[src/rtl/pmcm_map.vh]
// constants for the power mode and clock manager
`ifndef PMCM_MAP_VH
`define PMCM_MAP_VH

// ===========================================
// power modes, one-hot
`define MODE_ACTIVE 4'h1
`define MODE_IDLE 4'h2
`define MODE_STANDBY 4'h4
`define MODE_SHUTDOWN 4'h8

// ===========================================
// mode request codes from software
`define REQ_IDLE 2'h1
`define REQ_STANDBY 2'h2
`define REQ_SHUTDOWN 2'h3

// ===========================================
// reset cause codes
`define CAUSE_POR 2'h0
`define CAUSE_RESET_PIN 2'h1
`define CAUSE_SHUTDOWN_PIN 2'h2

// ===========================================
// clock source selects
`define HS_SRC_RC 1'b0
`define HS_SRC_XTAL 1'b1
`define LS_SRC_RC 1'b0
`define LS_SRC_XTAL 1'b1

// ===========================================
// timing
`define HS_CLOCK_MHZ 48
`define MS_CLOCK_MHZ 2
`define LS_CLOCK_HZ 32768
`define LS_RC_HZ 32800
`define WAKE_SETTLE_NS 100
`define MCLK_PERIOD_NS 10

`endif

[src/rtl/pin_wake_detect.v]
// per-pin latch and change detector for shutdown wake pins
`timescale 1ns/100ps
module pin_wake_detect (
  input wire mclk,
  input wire srst,
  input wire latchNow,
  input wire holdActive,
  input wire drive,
  input wire sense,
  input wire wakeEnable,
  output reg latched,
  output wire changed
);
  reg senseRef;

  // ===========================================
  // freeze the driven value, remember the sensed level
  always @(posedge mclk)
  begin
    if (srst)
    begin
      latched <= 1'b0;
      senseRef <= 1'b0;
    end
    else if (latchNow)
    begin
      latched <= drive;
      senseRef <= sense;
    end
  end

  assign changed = holdActive & wakeEnable & (sense != senseRef);
endmodule

[src/rtl/power_mode_clock_manager.v]
// power mode sequencer, reset cause and system clock routing
// Behaviour
// - active mode runs cpu with flash and sram on; fast clock from crystal or rc
// - idle keeps enabled peripheral clocks; gates cpu core and memory clocks
// - any interrupt in idle returns to active
// - standby keeps always-on and sensor controller domains and sram powered; wakes on pin, rtc or sensor event once the entry settle time has run out
// - after standby the cpu resumes where it stopped, state retained
// - retained peripherals keep configuration through standby
// - all gpio held latched during the whole standby
// - shutdown powers off every domain including always-on and sensor controller
// - entering shutdown freezes each pin at its last driven value
// - change on a shutdown wake pin in shutdown starts a full reset
// - reset cause readable; shutdown-pin, reset-pin and power-on distinguished
// - across shutdown only latched io and flash survive
// - fast clock feeds cpu and peripherals from fast rc or crystal
// - radio always clocked from fast crystal oscillator
// - medium clock always from medium rc oscillator; feeds sensor and power
// - slow clock from slow rc or crystal; clocks rtc and radio timer resync
// - slow clock optionally routed to an output pin
// - sensor controller peripherals usable without waking cpu, and by cpu
`timescale 1ns/100ps
`include "pmcm_map.vh"
module power_mode_clock_manager #(
  parameter PIN_COUNT = 32,
  parameter SETTLE_NS = `WAKE_SETTLE_NS
) (
  input wire mclk,
  input wire srst,
  input wire powerOnReset,
  input wire resetPinAsserted,
  input wire modeRequestValid,
  input wire [1:0] modeRequest,
  input wire cpuHalted,
  input wire interruptPending,
  input wire externalWake,
  input wire rtcWake,
  input wire sensorWake,
  input wire highSpeedSourceSelect,
  input wire lowSpeedSourceSelect,
  input wire lowSpeedOutputEnable,
  input wire fastRcOscillator,
  input wire fastCrystalOscillator,
  input wire mediumRcOscillator,
  input wire slowRcOscillator,
  input wire slowCrystalOscillator,
  input wire [PIN_COUNT-1:0] pinDrive,
  input wire [PIN_COUNT-1:0] pinSense,
  input wire [PIN_COUNT-1:0] shutdownWakeEnable,
  input wire sensorOwnsPeripherals,
  output reg [3:0] powerMode,
  output wire modeRequestReady,
  output reg cpuClockEnable,
  output reg memoryClockEnable,
  output reg peripheralClockEnable,
  output reg flashPowered,
  output reg sramPowered,
  output reg sramRetain,
  output reg mainDomainPowered,
  output reg alwaysOnPowered,
  output reg sensorPowered,
  output reg registerRetain,
  output reg peripheralRetain,
  output reg resumeFromStandby,
  output reg ioHold,
  output reg [PIN_COUNT-1:0] pinOut,
  output reg fullResetRequest,
  output reg [1:0] resetCause,
  output wire highSpeedSystemClock,
  output wire radioClock,
  output wire mediumSpeedClock,
  output wire lowSpeedClock,
  output wire lowSpeedClockPin,
  output wire lowSpeedClockPinEnable,
  output wire sensorPeripheralGrant,
  output wire cpuPeripheralGrant
);
  // ===========================================
  // constants
  localparam integer SETTLE_TOTAL = (SETTLE_NS + `MCLK_PERIOD_NS - 1) / `MCLK_PERIOD_NS;
  localparam [7:0] SETTLE_CYCLES = SETTLE_TOTAL[7:0];
  localparam [3:0] ST_ACTIVE = `MODE_ACTIVE;
  localparam [3:0] ST_IDLE = `MODE_IDLE;
  localparam [3:0] ST_STANDBY = `MODE_STANDBY;
  localparam [3:0] ST_SHUTDOWN = `MODE_SHUTDOWN;

  // ===========================================
  // state
  reg [3:0] next_powerMode;
  reg [1:0] pendingRequest;
  reg requestPending;
  reg [7:0] settleCount;
  reg shutdownArmed;
  wire [PIN_COUNT-1:0] latchedLevel;
  wire [PIN_COUNT-1:0] pinChanged;
  wire anyPinWake;
  wire standbyWake;
  wire latchNow;

  assign modeRequestReady = (powerMode == ST_ACTIVE) & ~requestPending;
  assign standbyWake = externalWake | rtcWake | sensorWake;
  assign latchNow = requestPending & cpuHalted & (powerMode == ST_ACTIVE);
  assign anyPinWake = |pinChanged;

  // ===========================================
  // per-pin latch and wake detect
  genvar gi;
  generate
    for (gi = 0; gi < PIN_COUNT; gi = gi + 1)
    begin : pinSlice
      pin_wake_detect pinUnit (
        .mclk(mclk),
        .srst(srst),
        .latchNow(latchNow),
        .holdActive(shutdownArmed),
        .drive(pinDrive[gi]),
        .sense(pinSense[gi]),
        .wakeEnable(shutdownWakeEnable[gi]),
        .latched(latchedLevel[gi]),
        .changed(pinChanged[gi])
      );
    end
  endgenerate

  // ===========================================
  // mode transitions
  always @*
  begin
    next_powerMode = powerMode;
    case (powerMode)
      ST_ACTIVE:
      begin
        if (latchNow)
        begin
          if (pendingRequest == `REQ_IDLE)
            next_powerMode = ST_IDLE;
          else if (pendingRequest == `REQ_STANDBY)
            next_powerMode = ST_STANDBY;
          else if (pendingRequest == `REQ_SHUTDOWN)
            next_powerMode = ST_SHUTDOWN;
        end
      end
      ST_IDLE:
      begin
        if (interruptPending)
          next_powerMode = ST_ACTIVE;
      end
      ST_STANDBY:
      begin
        if (standbyWake && settleCount == 8'h00)
          next_powerMode = ST_ACTIVE;
      end
      ST_SHUTDOWN:
      begin
        next_powerMode = ST_SHUTDOWN;
      end
      default:
      begin
        next_powerMode = ST_ACTIVE;
      end
    endcase
    // a reset source forces active, so domain targets agree with the mode
    if (powerOnReset || resetPinAsserted)
      next_powerMode = ST_ACTIVE;
  end

  always @(posedge mclk)
  begin
    if (srst || powerOnReset || resetPinAsserted)
    begin
      powerMode <= ST_ACTIVE;
      requestPending <= 1'b0;
      pendingRequest <= 2'h0;
      settleCount <= 8'h00;
      shutdownArmed <= 1'b0;
      resumeFromStandby <= 1'b0;
    end
    else
    begin
      powerMode <= next_powerMode;
      if (modeRequestReady && modeRequestValid && modeRequest != 2'h0)
      begin
        requestPending <= 1'b1;
        pendingRequest <= modeRequest;
      end
      else if (latchNow)
        requestPending <= 1'b0;
      if (next_powerMode == ST_STANDBY && powerMode != ST_STANDBY)
        settleCount <= SETTLE_CYCLES;
      else if (settleCount != 8'h00)
        settleCount <= settleCount - 8'h01;
      shutdownArmed <= (next_powerMode == ST_SHUTDOWN);
      resumeFromStandby <= (powerMode == ST_STANDBY) && (next_powerMode == ST_ACTIVE);
    end
  end

  // ===========================================
  // reset cause and shutdown wake
  always @(posedge mclk)
  begin
    if (srst)
    begin
      resetCause <= `CAUSE_POR;
      fullResetRequest <= 1'b0;
    end
    else
    begin
      fullResetRequest <= shutdownArmed & anyPinWake & ~powerOnReset & ~resetPinAsserted;
      if (powerOnReset)
        resetCause <= `CAUSE_POR;
      else if (resetPinAsserted)
        resetCause <= `CAUSE_RESET_PIN;
      else if (shutdownArmed && anyPinWake)
        resetCause <= `CAUSE_SHUTDOWN_PIN;
    end
  end

  // ===========================================
  // domain targets for the mode being entered
  reg next_cpuClockEnable;
  reg next_memoryClockEnable;
  reg next_peripheralClockEnable;
  reg next_flashPowered;
  reg next_sramPowered;
  reg next_sramRetain;
  reg next_mainDomainPowered;
  reg next_alwaysOnPowered;
  reg next_sensorPowered;
  reg next_registerRetain;
  reg next_peripheralRetain;
  reg next_ioHold;

  always @*
  begin
    // everything off unless the target mode keeps it
    next_cpuClockEnable = 1'b0;
    next_memoryClockEnable = 1'b0;
    next_peripheralClockEnable = 1'b0;
    next_flashPowered = 1'b0;
    next_sramPowered = 1'b0;
    next_sramRetain = 1'b0;
    next_mainDomainPowered = 1'b0;
    next_alwaysOnPowered = 1'b0;
    next_sensorPowered = 1'b0;
    next_registerRetain = 1'b0;
    next_peripheralRetain = 1'b0;
    next_ioHold = 1'b0;
    case (next_powerMode)
      ST_ACTIVE:
      begin
        next_cpuClockEnable = 1'b1;
        next_memoryClockEnable = 1'b1;
        next_peripheralClockEnable = 1'b1;
        next_flashPowered = 1'b1;
        next_sramPowered = 1'b1;
        next_mainDomainPowered = 1'b1;
        next_alwaysOnPowered = 1'b1;
        next_sensorPowered = 1'b1;
      end
      ST_IDLE:
      begin
        next_peripheralClockEnable = 1'b1;
        next_flashPowered = 1'b1;
        next_sramPowered = 1'b1;
        next_mainDomainPowered = 1'b1;
        next_alwaysOnPowered = 1'b1;
        next_sensorPowered = 1'b1;
      end
      ST_STANDBY:
      begin
        next_sramPowered = 1'b1;
        next_sramRetain = 1'b1;
        next_alwaysOnPowered = 1'b1;
        next_sensorPowered = 1'b1;
        next_registerRetain = 1'b1;
        next_peripheralRetain = 1'b1;
        next_ioHold = 1'b1;
      end
      ST_SHUTDOWN:
      begin
        next_ioHold = 1'b1;
      end
      default:
      begin
        next_ioHold = 1'b0;
      end
    endcase
  end

  // ===========================================
  // domain power, clock gates and retention
  always @(posedge mclk)
  begin
    if (srst)
    begin
      cpuClockEnable <= 1'b1;
      memoryClockEnable <= 1'b1;
      peripheralClockEnable <= 1'b1;
      flashPowered <= 1'b1;
      sramPowered <= 1'b1;
      sramRetain <= 1'b0;
      mainDomainPowered <= 1'b1;
      alwaysOnPowered <= 1'b1;
      sensorPowered <= 1'b1;
      registerRetain <= 1'b0;
      peripheralRetain <= 1'b0;
      ioHold <= 1'b0;
    end
    else
    begin
      cpuClockEnable <= next_cpuClockEnable;
      memoryClockEnable <= next_memoryClockEnable;
      peripheralClockEnable <= next_peripheralClockEnable;
      flashPowered <= next_flashPowered;
      sramPowered <= next_sramPowered;
      sramRetain <= next_sramRetain;
      mainDomainPowered <= next_mainDomainPowered;
      alwaysOnPowered <= next_alwaysOnPowered;
      sensorPowered <= next_sensorPowered;
      registerRetain <= next_registerRetain;
      peripheralRetain <= next_peripheralRetain;
      ioHold <= next_ioHold;
    end
  end

  // ===========================================
  // pin drivers follow software until held
  always @(posedge mclk)
  begin
    if (srst)
      pinOut <= {PIN_COUNT{1'b0}};
    else if (powerMode == ST_STANDBY || powerMode == ST_SHUTDOWN)
      pinOut <= latchedLevel;
    else
      pinOut <= pinDrive;
  end

  // ===========================================
  // clock routing
  wire highSpeedRun;
  wire lowSpeedRun;
  assign highSpeedRun = (powerMode == ST_ACTIVE) | (powerMode == ST_IDLE);
  assign lowSpeedRun = (powerMode != ST_SHUTDOWN);
  assign highSpeedSystemClock = highSpeedRun &
    ((highSpeedSourceSelect == `HS_SRC_XTAL) ? fastCrystalOscillator : fastRcOscillator);
  assign radioClock = highSpeedRun & fastCrystalOscillator;
  assign mediumSpeedClock = lowSpeedRun & mediumRcOscillator;
  assign lowSpeedClock = lowSpeedRun &
    ((lowSpeedSourceSelect == `LS_SRC_XTAL) ? slowCrystalOscillator : slowRcOscillator);
  assign lowSpeedClockPinEnable = lowSpeedOutputEnable & lowSpeedRun;
  assign lowSpeedClockPin = lowSpeedClockPinEnable & lowSpeedClock;

  // ===========================================
  // sensor peripheral sharing
  assign sensorPeripheralGrant = sensorPowered & sensorOwnsPeripherals;
  assign cpuPeripheralGrant = cpuClockEnable & ~sensorOwnsPeripherals;
endmodule

[config.mk]
export PLATFORM = sky130hd
export DESIGN_NAME = power_mode_clock_manager
export DESIGN_NICKNAME = d
export VERILOG_FILES = /design/src/rtl/pin_wake_detect.v /design/src/rtl/power_mode_clock_manager.v
export VERILOG_INCLUDE_DIRS = /design/src /design/src/rtl
export SDC_FILE = /design/constraint.sdc
export NUM_CORES = 1
export LEC_CHECK = 0
export BUFFER_PORTS_ARGS = -buffer_cell sky130_fd_sc_hd__buf_2
export CAP_MARGIN = 20
export CORE_AREA = 2 2 101 103
export CTS_CLUSTER_DIAMETER = 80
export DETAILED_ROUTE_END_ITERATION = 8
export DIE_AREA = 0 0 103 105
export PLACE_DENSITY = 0.84
export SLEW_MARGIN = 20
export SYNTH_ARGS = -nofsm -noshare
export SYNTH_HDL_FRONTEND = slang
export SYNTH_HIERARCHICAL = 1
export SYNTH_SLANG_ARGS = --single-unit
export TNS_END_PERCENT = 50
[constraint.sdc]
create_clock -name mclk -period 11.3 [get_ports mclk]
set_input_delay 2.825 -clock mclk [delete_from_list [all_inputs] [get_ports mclk]]
set_output_delay 2.825 -clock mclk [all_outputs]
set_load 0.02 [all_outputs]
==> results_dict.tcl, run 1 <==
set metrics [dict create \
    status "finished clean" \
    cp_max_fo 2 \
    ys.flop_type "dfxtp_1" \
    numCtsBuffers 17 \
    drive_gt1_share_pct 29.5 \
    clk_path_buf_depth 2 \
    grt_max_degree 73 \
    core_sq_um 9640 \
    p_sw_w 0.000229 \
    fmax_mhz 161 \
    synthDistinctLibCells 44 \
    ant_nets 0 \
    setup_viol 0 \
    fin_hold_ws_ps 452 \
    cap_violations 0 \
    drt_iter0_drc 153 \
    p_clk_share_pct 48.4 \
    netlist_area_sq_um 5120 \
    diodes 0 \
    avgSynthCellArea_sq_um 9.33 \
    yosys_warnings 6 \
    ctsHoldBuffers 0 \
    syn_to_final_growth_pct 29.9 \
    hp-class "reg -> reg" \
    switching_share_pct 22.4 \
    totalPowerFinal_w 0.00102 \
    hold_viol 0 \
    cp_common_cell "buf_2" \
    vias 4457 \
    syn_inst 549 \
    cts_tree "built" \
    arrival_ps 3370 \
    netlist.top_cell.by_area "dfxtp_1" \
    port_buffers 177 \
    slowest_delay_ps 210 \
    design.die.area_sq_um 10800 \
    dr.pass1.iters 5 \
    p_int_w 0.000793 \
    mostFrequentLayoutCell "buf_2" \
    routed_via_density 5.11 \
    seq_power_share_pct 43.2 \
    finalCriticalPeriod_ps 6190 \
    grt_pass1_vias 4564 \
    powerDensity_nw_per_um2 154 \
    end_kind "primary output" \
    skew_ps 6.42 \
    wl_per_cell_microns 14.1 \
    clkTransAtPathRegs_ps 50 \
    cp-start-kind "input port" \
    synth_seq_cells 121 \
    yosysSeqAreaShare_pct 47.3 \
    overflow 0 \
    synthTopCellsByArea "dfxtp_1 47%, mux2i_1 13%, xor2_1 6.0%, nor2_1 5.6%, nand2_1 5.2%" \
    rrSetupSlack_ps 8670 \
    crit_path_top_delay_cell "mux2i_1" \
    p_leak_nw 3.12 \
    cts_resized 0 \
    drt_wl_total_microns 12300 \
    drc_errors 0 \
    antenna_found_initial 0 \
    die_w_microns 103 \
    cp.buffers_inverters 2 \
    slew_viol_final 0 \
    tightest_slew_ps 1020 \
    ioPinCount 178 \
    syn_nets 668 \
    cp.required_ps 8480 \
    start_util_pct 53.2 \
    min_period_over_period_pct 54.8 \
    hpwl_microns 8450 \
    die_h_microns 105 \
    synth-edff-count 0 \
    worstSetupPathType "in -> out" \
    cts_setup_buffers 0 \
    track_usage_pct 23.2 \
    tns_ps 0 \
    async_flop_share_pct 0 \
    slew_headroom_pct 31.6 \
    row_count 36 \
    ir_drop_mv 0.124 \
    clk_latency_ps 500 \
    root_buffer "clkbuf_8" \
    crit_chain "buf_2, mux2i_1, nor2_1, buf_2" \
    rsz0062_at_grt "false" \
    grt_pass1_wl_microns 20000 \
    cts_sinks 121 \
    cts_htree_levels 4 \
    synth_top_area_share_pct 47.3 \
    p_comb_share_pct 8.4 \
    nets 845 \
    critPathTopFamily "buffers and inverters" \
    routabilityCongestion 0.814 \
    final_cell_mix "176 x buf_2, 121 x dfxtp_1, 76 x nor2_1" \
]
[flip-flops by register name (all words and copies together) (netlist names), 2 cells and up]
signal and flops:
pendingRequest 2, pinSlice.pinUnit/latched 32, pinOut 32, settleCount 8, pinSlice.pinUnit/senseRef 32, resetCause 2, powerMode 4
[tightest hold or removal path, delay by kind of cell (launching register included)]
kind / cells / cell delay (ps)
AO/OA/AOI/OAI: 1 / 50
AND/OR/NAND/NOR: 1 / 50
flip-flops: 1 / 300
[cell type report]
type                    instances  area (sq um)
multi-input cells             400          2550
flip-flops and latches        121          2420
well taps                     133           166
repair buffers                181           938
inverters                       5          18.8
clock buffers                  24           490
clock inverters                 8          67.6
fillers                       787          2990
[cells by family (layout without fill, tap and decap cells)]
logic type | after synthesis | in the layout | synth area share (%)
and+or+nand+nor | 229 | 229 | 21.4
adders and majority gates | 2 | 2 | 0.488
DFF | 121 | 121 | 47.3
AOI/OAI and AO/OA | 62 | 62 | 7.74
muxes | 68 | 68 | 13.3
buffers and inverters | 28 | 218 | 3.10
xor gates and xnor gates | 39 | 39 | 6.67
[power by group through the flow]
stage               clock network [W]  logic [W]  registers (W)
finish                       0.000495  0.0000858       0.000442
global route                 0.000524  0.0000942       0.000443
CTS                          0.000503  0.0000857       0.000442
detailed placement                  0  0.0000848       0.000451
global placement                    0  0.0000817       0.000450
floorplan                           0  0.0000358       0.000458
[layer usage]
layer	GRT usage, %	share of wire (%)
met5	0	0
met4	10.5	2.9
met1	25.6	41
met2	40.7	51
met3	5.95	5.0
[worst paths after layout]
kind	from	depth (start not counted)	to
hold reg to reg	pinSlice[11].pinUnit/latched$_SDFFE_PP0P_	2	pinOut[11]$_SDFF_PP0_
setup / recovery	lowSpeedSourceSelect	4	lowSpeedClock
hold / removal	pinSlice[11].pinUnit/latched$_SDFFE_PP0P_	2	pinOut[11]$_SDFF_PP0_
setup reg to reg	powerMode[0]$_SDFF_PP1_	5	pinSlice[16].pinUnit/senseRef$_SDFFE_PP0P_
[per-stage QoR]
stage / instances / worst slack, ps / area [sq um] / util (%)
after floorplan: 549 / 4900 / 5120 / -
after global placement: 839 / 5120 / 6070 / 63.0
after CTS: 871 / 5100 / 6630 / 68.7
after global routing: 872 / 5050 / 6650 / 69.0
final: 872 / 5110 / 6650 / 69.0
after detailed placement: 839 / 5100 / 6070 / 63.0
[synthesized netlist by cell type, types with 3 or more instances]
cell type,instances
a21oi_1,37
inv_1,5
nor4_1,8
xor2_1,35
clkbuf_1,7
o211a_1,3
dfxtp_1,121
o21a_1,4
buf_4,11
nor3_1,7
o211ai_1,4
or3_1,3
nor2b_1,8
mux2i_1,68
a31oi_1,3
xnor2_1,4
buf_2,4
and3_1,35
nor2_1,76
nand2_1,71
(Power assumes the default switching activity.)
==> run 2, diff against run 1 <==
--- a/config.mk
+++ b/config.mk
@@ -8,11 +8,11 @@
 export LEC_CHECK = 0
 export BUFFER_PORTS_ARGS = -buffer_cell sky130_fd_sc_hd__buf_2
 export CAP_MARGIN = 20
-export CORE_AREA = 2 2 101 103
+export CORE_AREA = 2 2 105 107
 export CTS_CLUSTER_DIAMETER = 80
 export DETAILED_ROUTE_END_ITERATION = 8
-export DIE_AREA = 0 0 103 105
-export PLACE_DENSITY = 0.84
+export DIE_AREA = 0 0 107 109
+export PLACE_DENSITY = 0.78
 export SLEW_MARGIN = 20
 export SYNTH_ARGS = -nofsm -noshare
 export SYNTH_HDL_FRONTEND = slang
==> constraint.sdc (replaced) <==
create_clock -name mclk -period 5.7 [get_ports mclk]
set_input_delay 1.425 -clock mclk [delete_from_list [all_inputs] [get_ports mclk]]
set_output_delay 1.425 -clock mclk [all_outputs]
set_load 0.02 [all_outputs]
==> results_dict.tcl, run 2 (synthesized netlist as in run 1, its figures left out) <==
set metrics [dict create \
    mostFrequentLayoutCell "buf_2" \
    setup_viol 0 \
    design.die.area_sq_um 11700 \
    cts_setup_buffers 0 \
    slew_headroom_pct 34.7 \
    nets 846 \
    port_buffers 177 \
    holdPathEnd "pinOut[15]$_SDFF_PP0_" \
    cp.required_ps 4280 \
    core_sq_um 10600 \
    p_leak_nw 3.13 \
    hold_viol 0 \
    seq_power_share_pct 42.0 \
    powerDensity_nw_per_um2 311 \
    hpwl_microns 8550 \
    routabilityCongestion 0.869 \
    arrival_ps 2180 \
    cp.buffers_inverters 1 \
    cts_tree "built" \
    cp_common_cell "nor2_1" \
    fmax_mhz 277 \
    skew_ps 6.99 \
    p_int_w 0.00162 \
    top_regs "pinOut (32), pinSlice.pinUnit/latched (32), pinSlice.pinUnit/senseRef (32)" \
    vias 4550 \
    cts_sinks 121 \
    routed_via_density 5.17 \
    cts_htree_levels 4 \
    cp-start-kind "register" \
    final_core_util_pct 63.1 \
    rrSetupSlack_ps 3010 \
    end_kind "primary output" \
    overflow 0 \
    clkTransAtPathRegs_ps 50 \
    cp_max_fo 9 \
    wl_per_cell_microns 13.9 \
    ant_nets 0 \
    reg2regPathDepth 5 \
    row_count 38 \
    clk_latency_ps 510 \
    cts_resized 0 \
    ioPinCount 178 \
    drc_errors 0 \
    ctsHoldBuffers 0 \
    slowest_delay_ps 730 \
    multi_input_area_sq_um 2550 \
    grt_pass1_vias 4433 \
    die_h_microns 109 \
    p_clk_share_pct 49.9 \
    r2r-end "pinSlice[16].pinUnit/senseRef$_SDFFE_PP0P_" \
    p_comb_share_pct 8.1 \
    drive_gt1_share_pct 29.5 \
    critPathTopFamily "simple AND/OR/NAND/NOR gates" \
    post-place-ws_ps 2310 \
    antenna_found_initial 1 \
    rsz0062_at_grt "false" \
    slew_viol_final 0 \
    grt_max_degree 99 \
    min_period_over_period_pct 63.2 \
    die_w_microns 107 \
    min_from "pinSlice[15].pinUnit/latched$_SDFFE_PP0P_" \
    syn_to_final_growth_pct 30.7 \
    drt_wl_total_microns 12200 \
    finalCriticalPeriod_ps 3610 \
    tns_ps 0 \
    crit_chain "nor4b_1, nor2_1, nor2_1, buf_2" \
    crit_path_top_delay_cell "nor4b_1" \
    r2r_start "powerMode[0]$_SDFF_PP1_" \
    hp-class "reg -> reg" \
    status "finished clean" \
    grt_pass1_wl_microns 19800 \
    dr.pass1.iters 4 \
    track_usage_pct 21.5 \
    cap_violations 0 \
    switching_share_pct 22.1 \
    tightest_slew_ps 979 \
    seqCellArea_sq_um 2420 \
    start_util_pct 48.3 \
    fill_cells 908 \
    whs_path_depth 2 \
    worstSetupPathType "reg -> out" \
    p_sw_w 0.000462 \
    ir_drop_mv 0.173 \
    numCtsBuffers 17 \
    root_buffer "clkbuf_8" \
    clk_path_buf_depth 2 \
    final_cell_mix "176 x buf_2, 121 x dfxtp_1, 76 x nor2_1" \
    drt_iter0_drc 191 \
    worst_slack_ps 2090 \
]
==> run 2: changes by cell type in the layout (fill, tap and decap cells not counted) <==
cell       previous run  this run
clkinv_2              6         5
diode_2               0         1
bufinv_16             1         3
clkbuf_1              2         3
clkbuf_8              6         3
nor3_2                0         1
nor3_1                7         6
buf_4                 4         5
==> run 2: final cells by class <==
class	instances	area share (%)
repair buffers	182	14.1
inverters	5	0.280
clock inverters	9	1.83
clock buffers	22	6.77
multi-input cells	400	38.2
diodes	1	0.0374
well taps	140	2.62
flip-flops and latches	121	36.2
==> run 2: power groups by stage <==
stage	clock network (W)	registers, W	logic, W
6_report	0.00104	0.000876	0.000169
5_1_grt	0.00111	0.000877	0.000186
4_1_cts	0.00106	0.000876	0.000169
3_5_place_dp	0	0.000894	0.000168
3_3_place_gp	0	0.000892	0.000163
2_1_floorplan	0	0.000908	0.0000710
==> run 2: worst register-to-register path: stages, from the launching register on <==
cell     delay (ps)
dfxtp_1         490
nor4b_1         730
and3_4          670
buf_16          300
mux2i_1         290
nor2_1           60
==> run 2: through the flow <==
stage               cell area, sq um  std cells  total power, W  hold WS (ps)
CTS                             6660        878         0.00210           447
detailed placement              6080        847         0.00106           438
global placement                6080        847         0.00106           436
global route                    6690        879         0.00217           480
floorplan                       5120        549        0.000979           436
finish                          6700        880         0.00209           455
==> run 2: how the worst max path moves through the flow <==
stage,from,end,slack [ps],cells after the start
2_1_floorplan,cpuHalted,sensorPowered$_SDFF_PP1_,1470,3
3_3_place_gp,lowSpeedSourceSelect,lowSpeedClockPin,2340,4
3_5_place_dp,lowSpeedOutputEnable,lowSpeedClockPin,2310,4
4_1_cts,powerMode[0]$_SDFF_PP1_,highSpeedSystemClock,2140,4
5_1_grt,powerMode[0]$_SDFF_PP1_,radioClock,1860,4
6_report,powerMode[0]$_SDFF_PP1_,highSpeedSystemClock,2090,4
==> run 2: metal layers <==
layer	vias to the layer above	global-route usage (%)	wire length [microns]
met2	157	37.1	6120
li1	2250	-	-
met3	19	6.34	778
met4	0	10.9	241
met1	2124	24.3	5060
met5	-	0	0
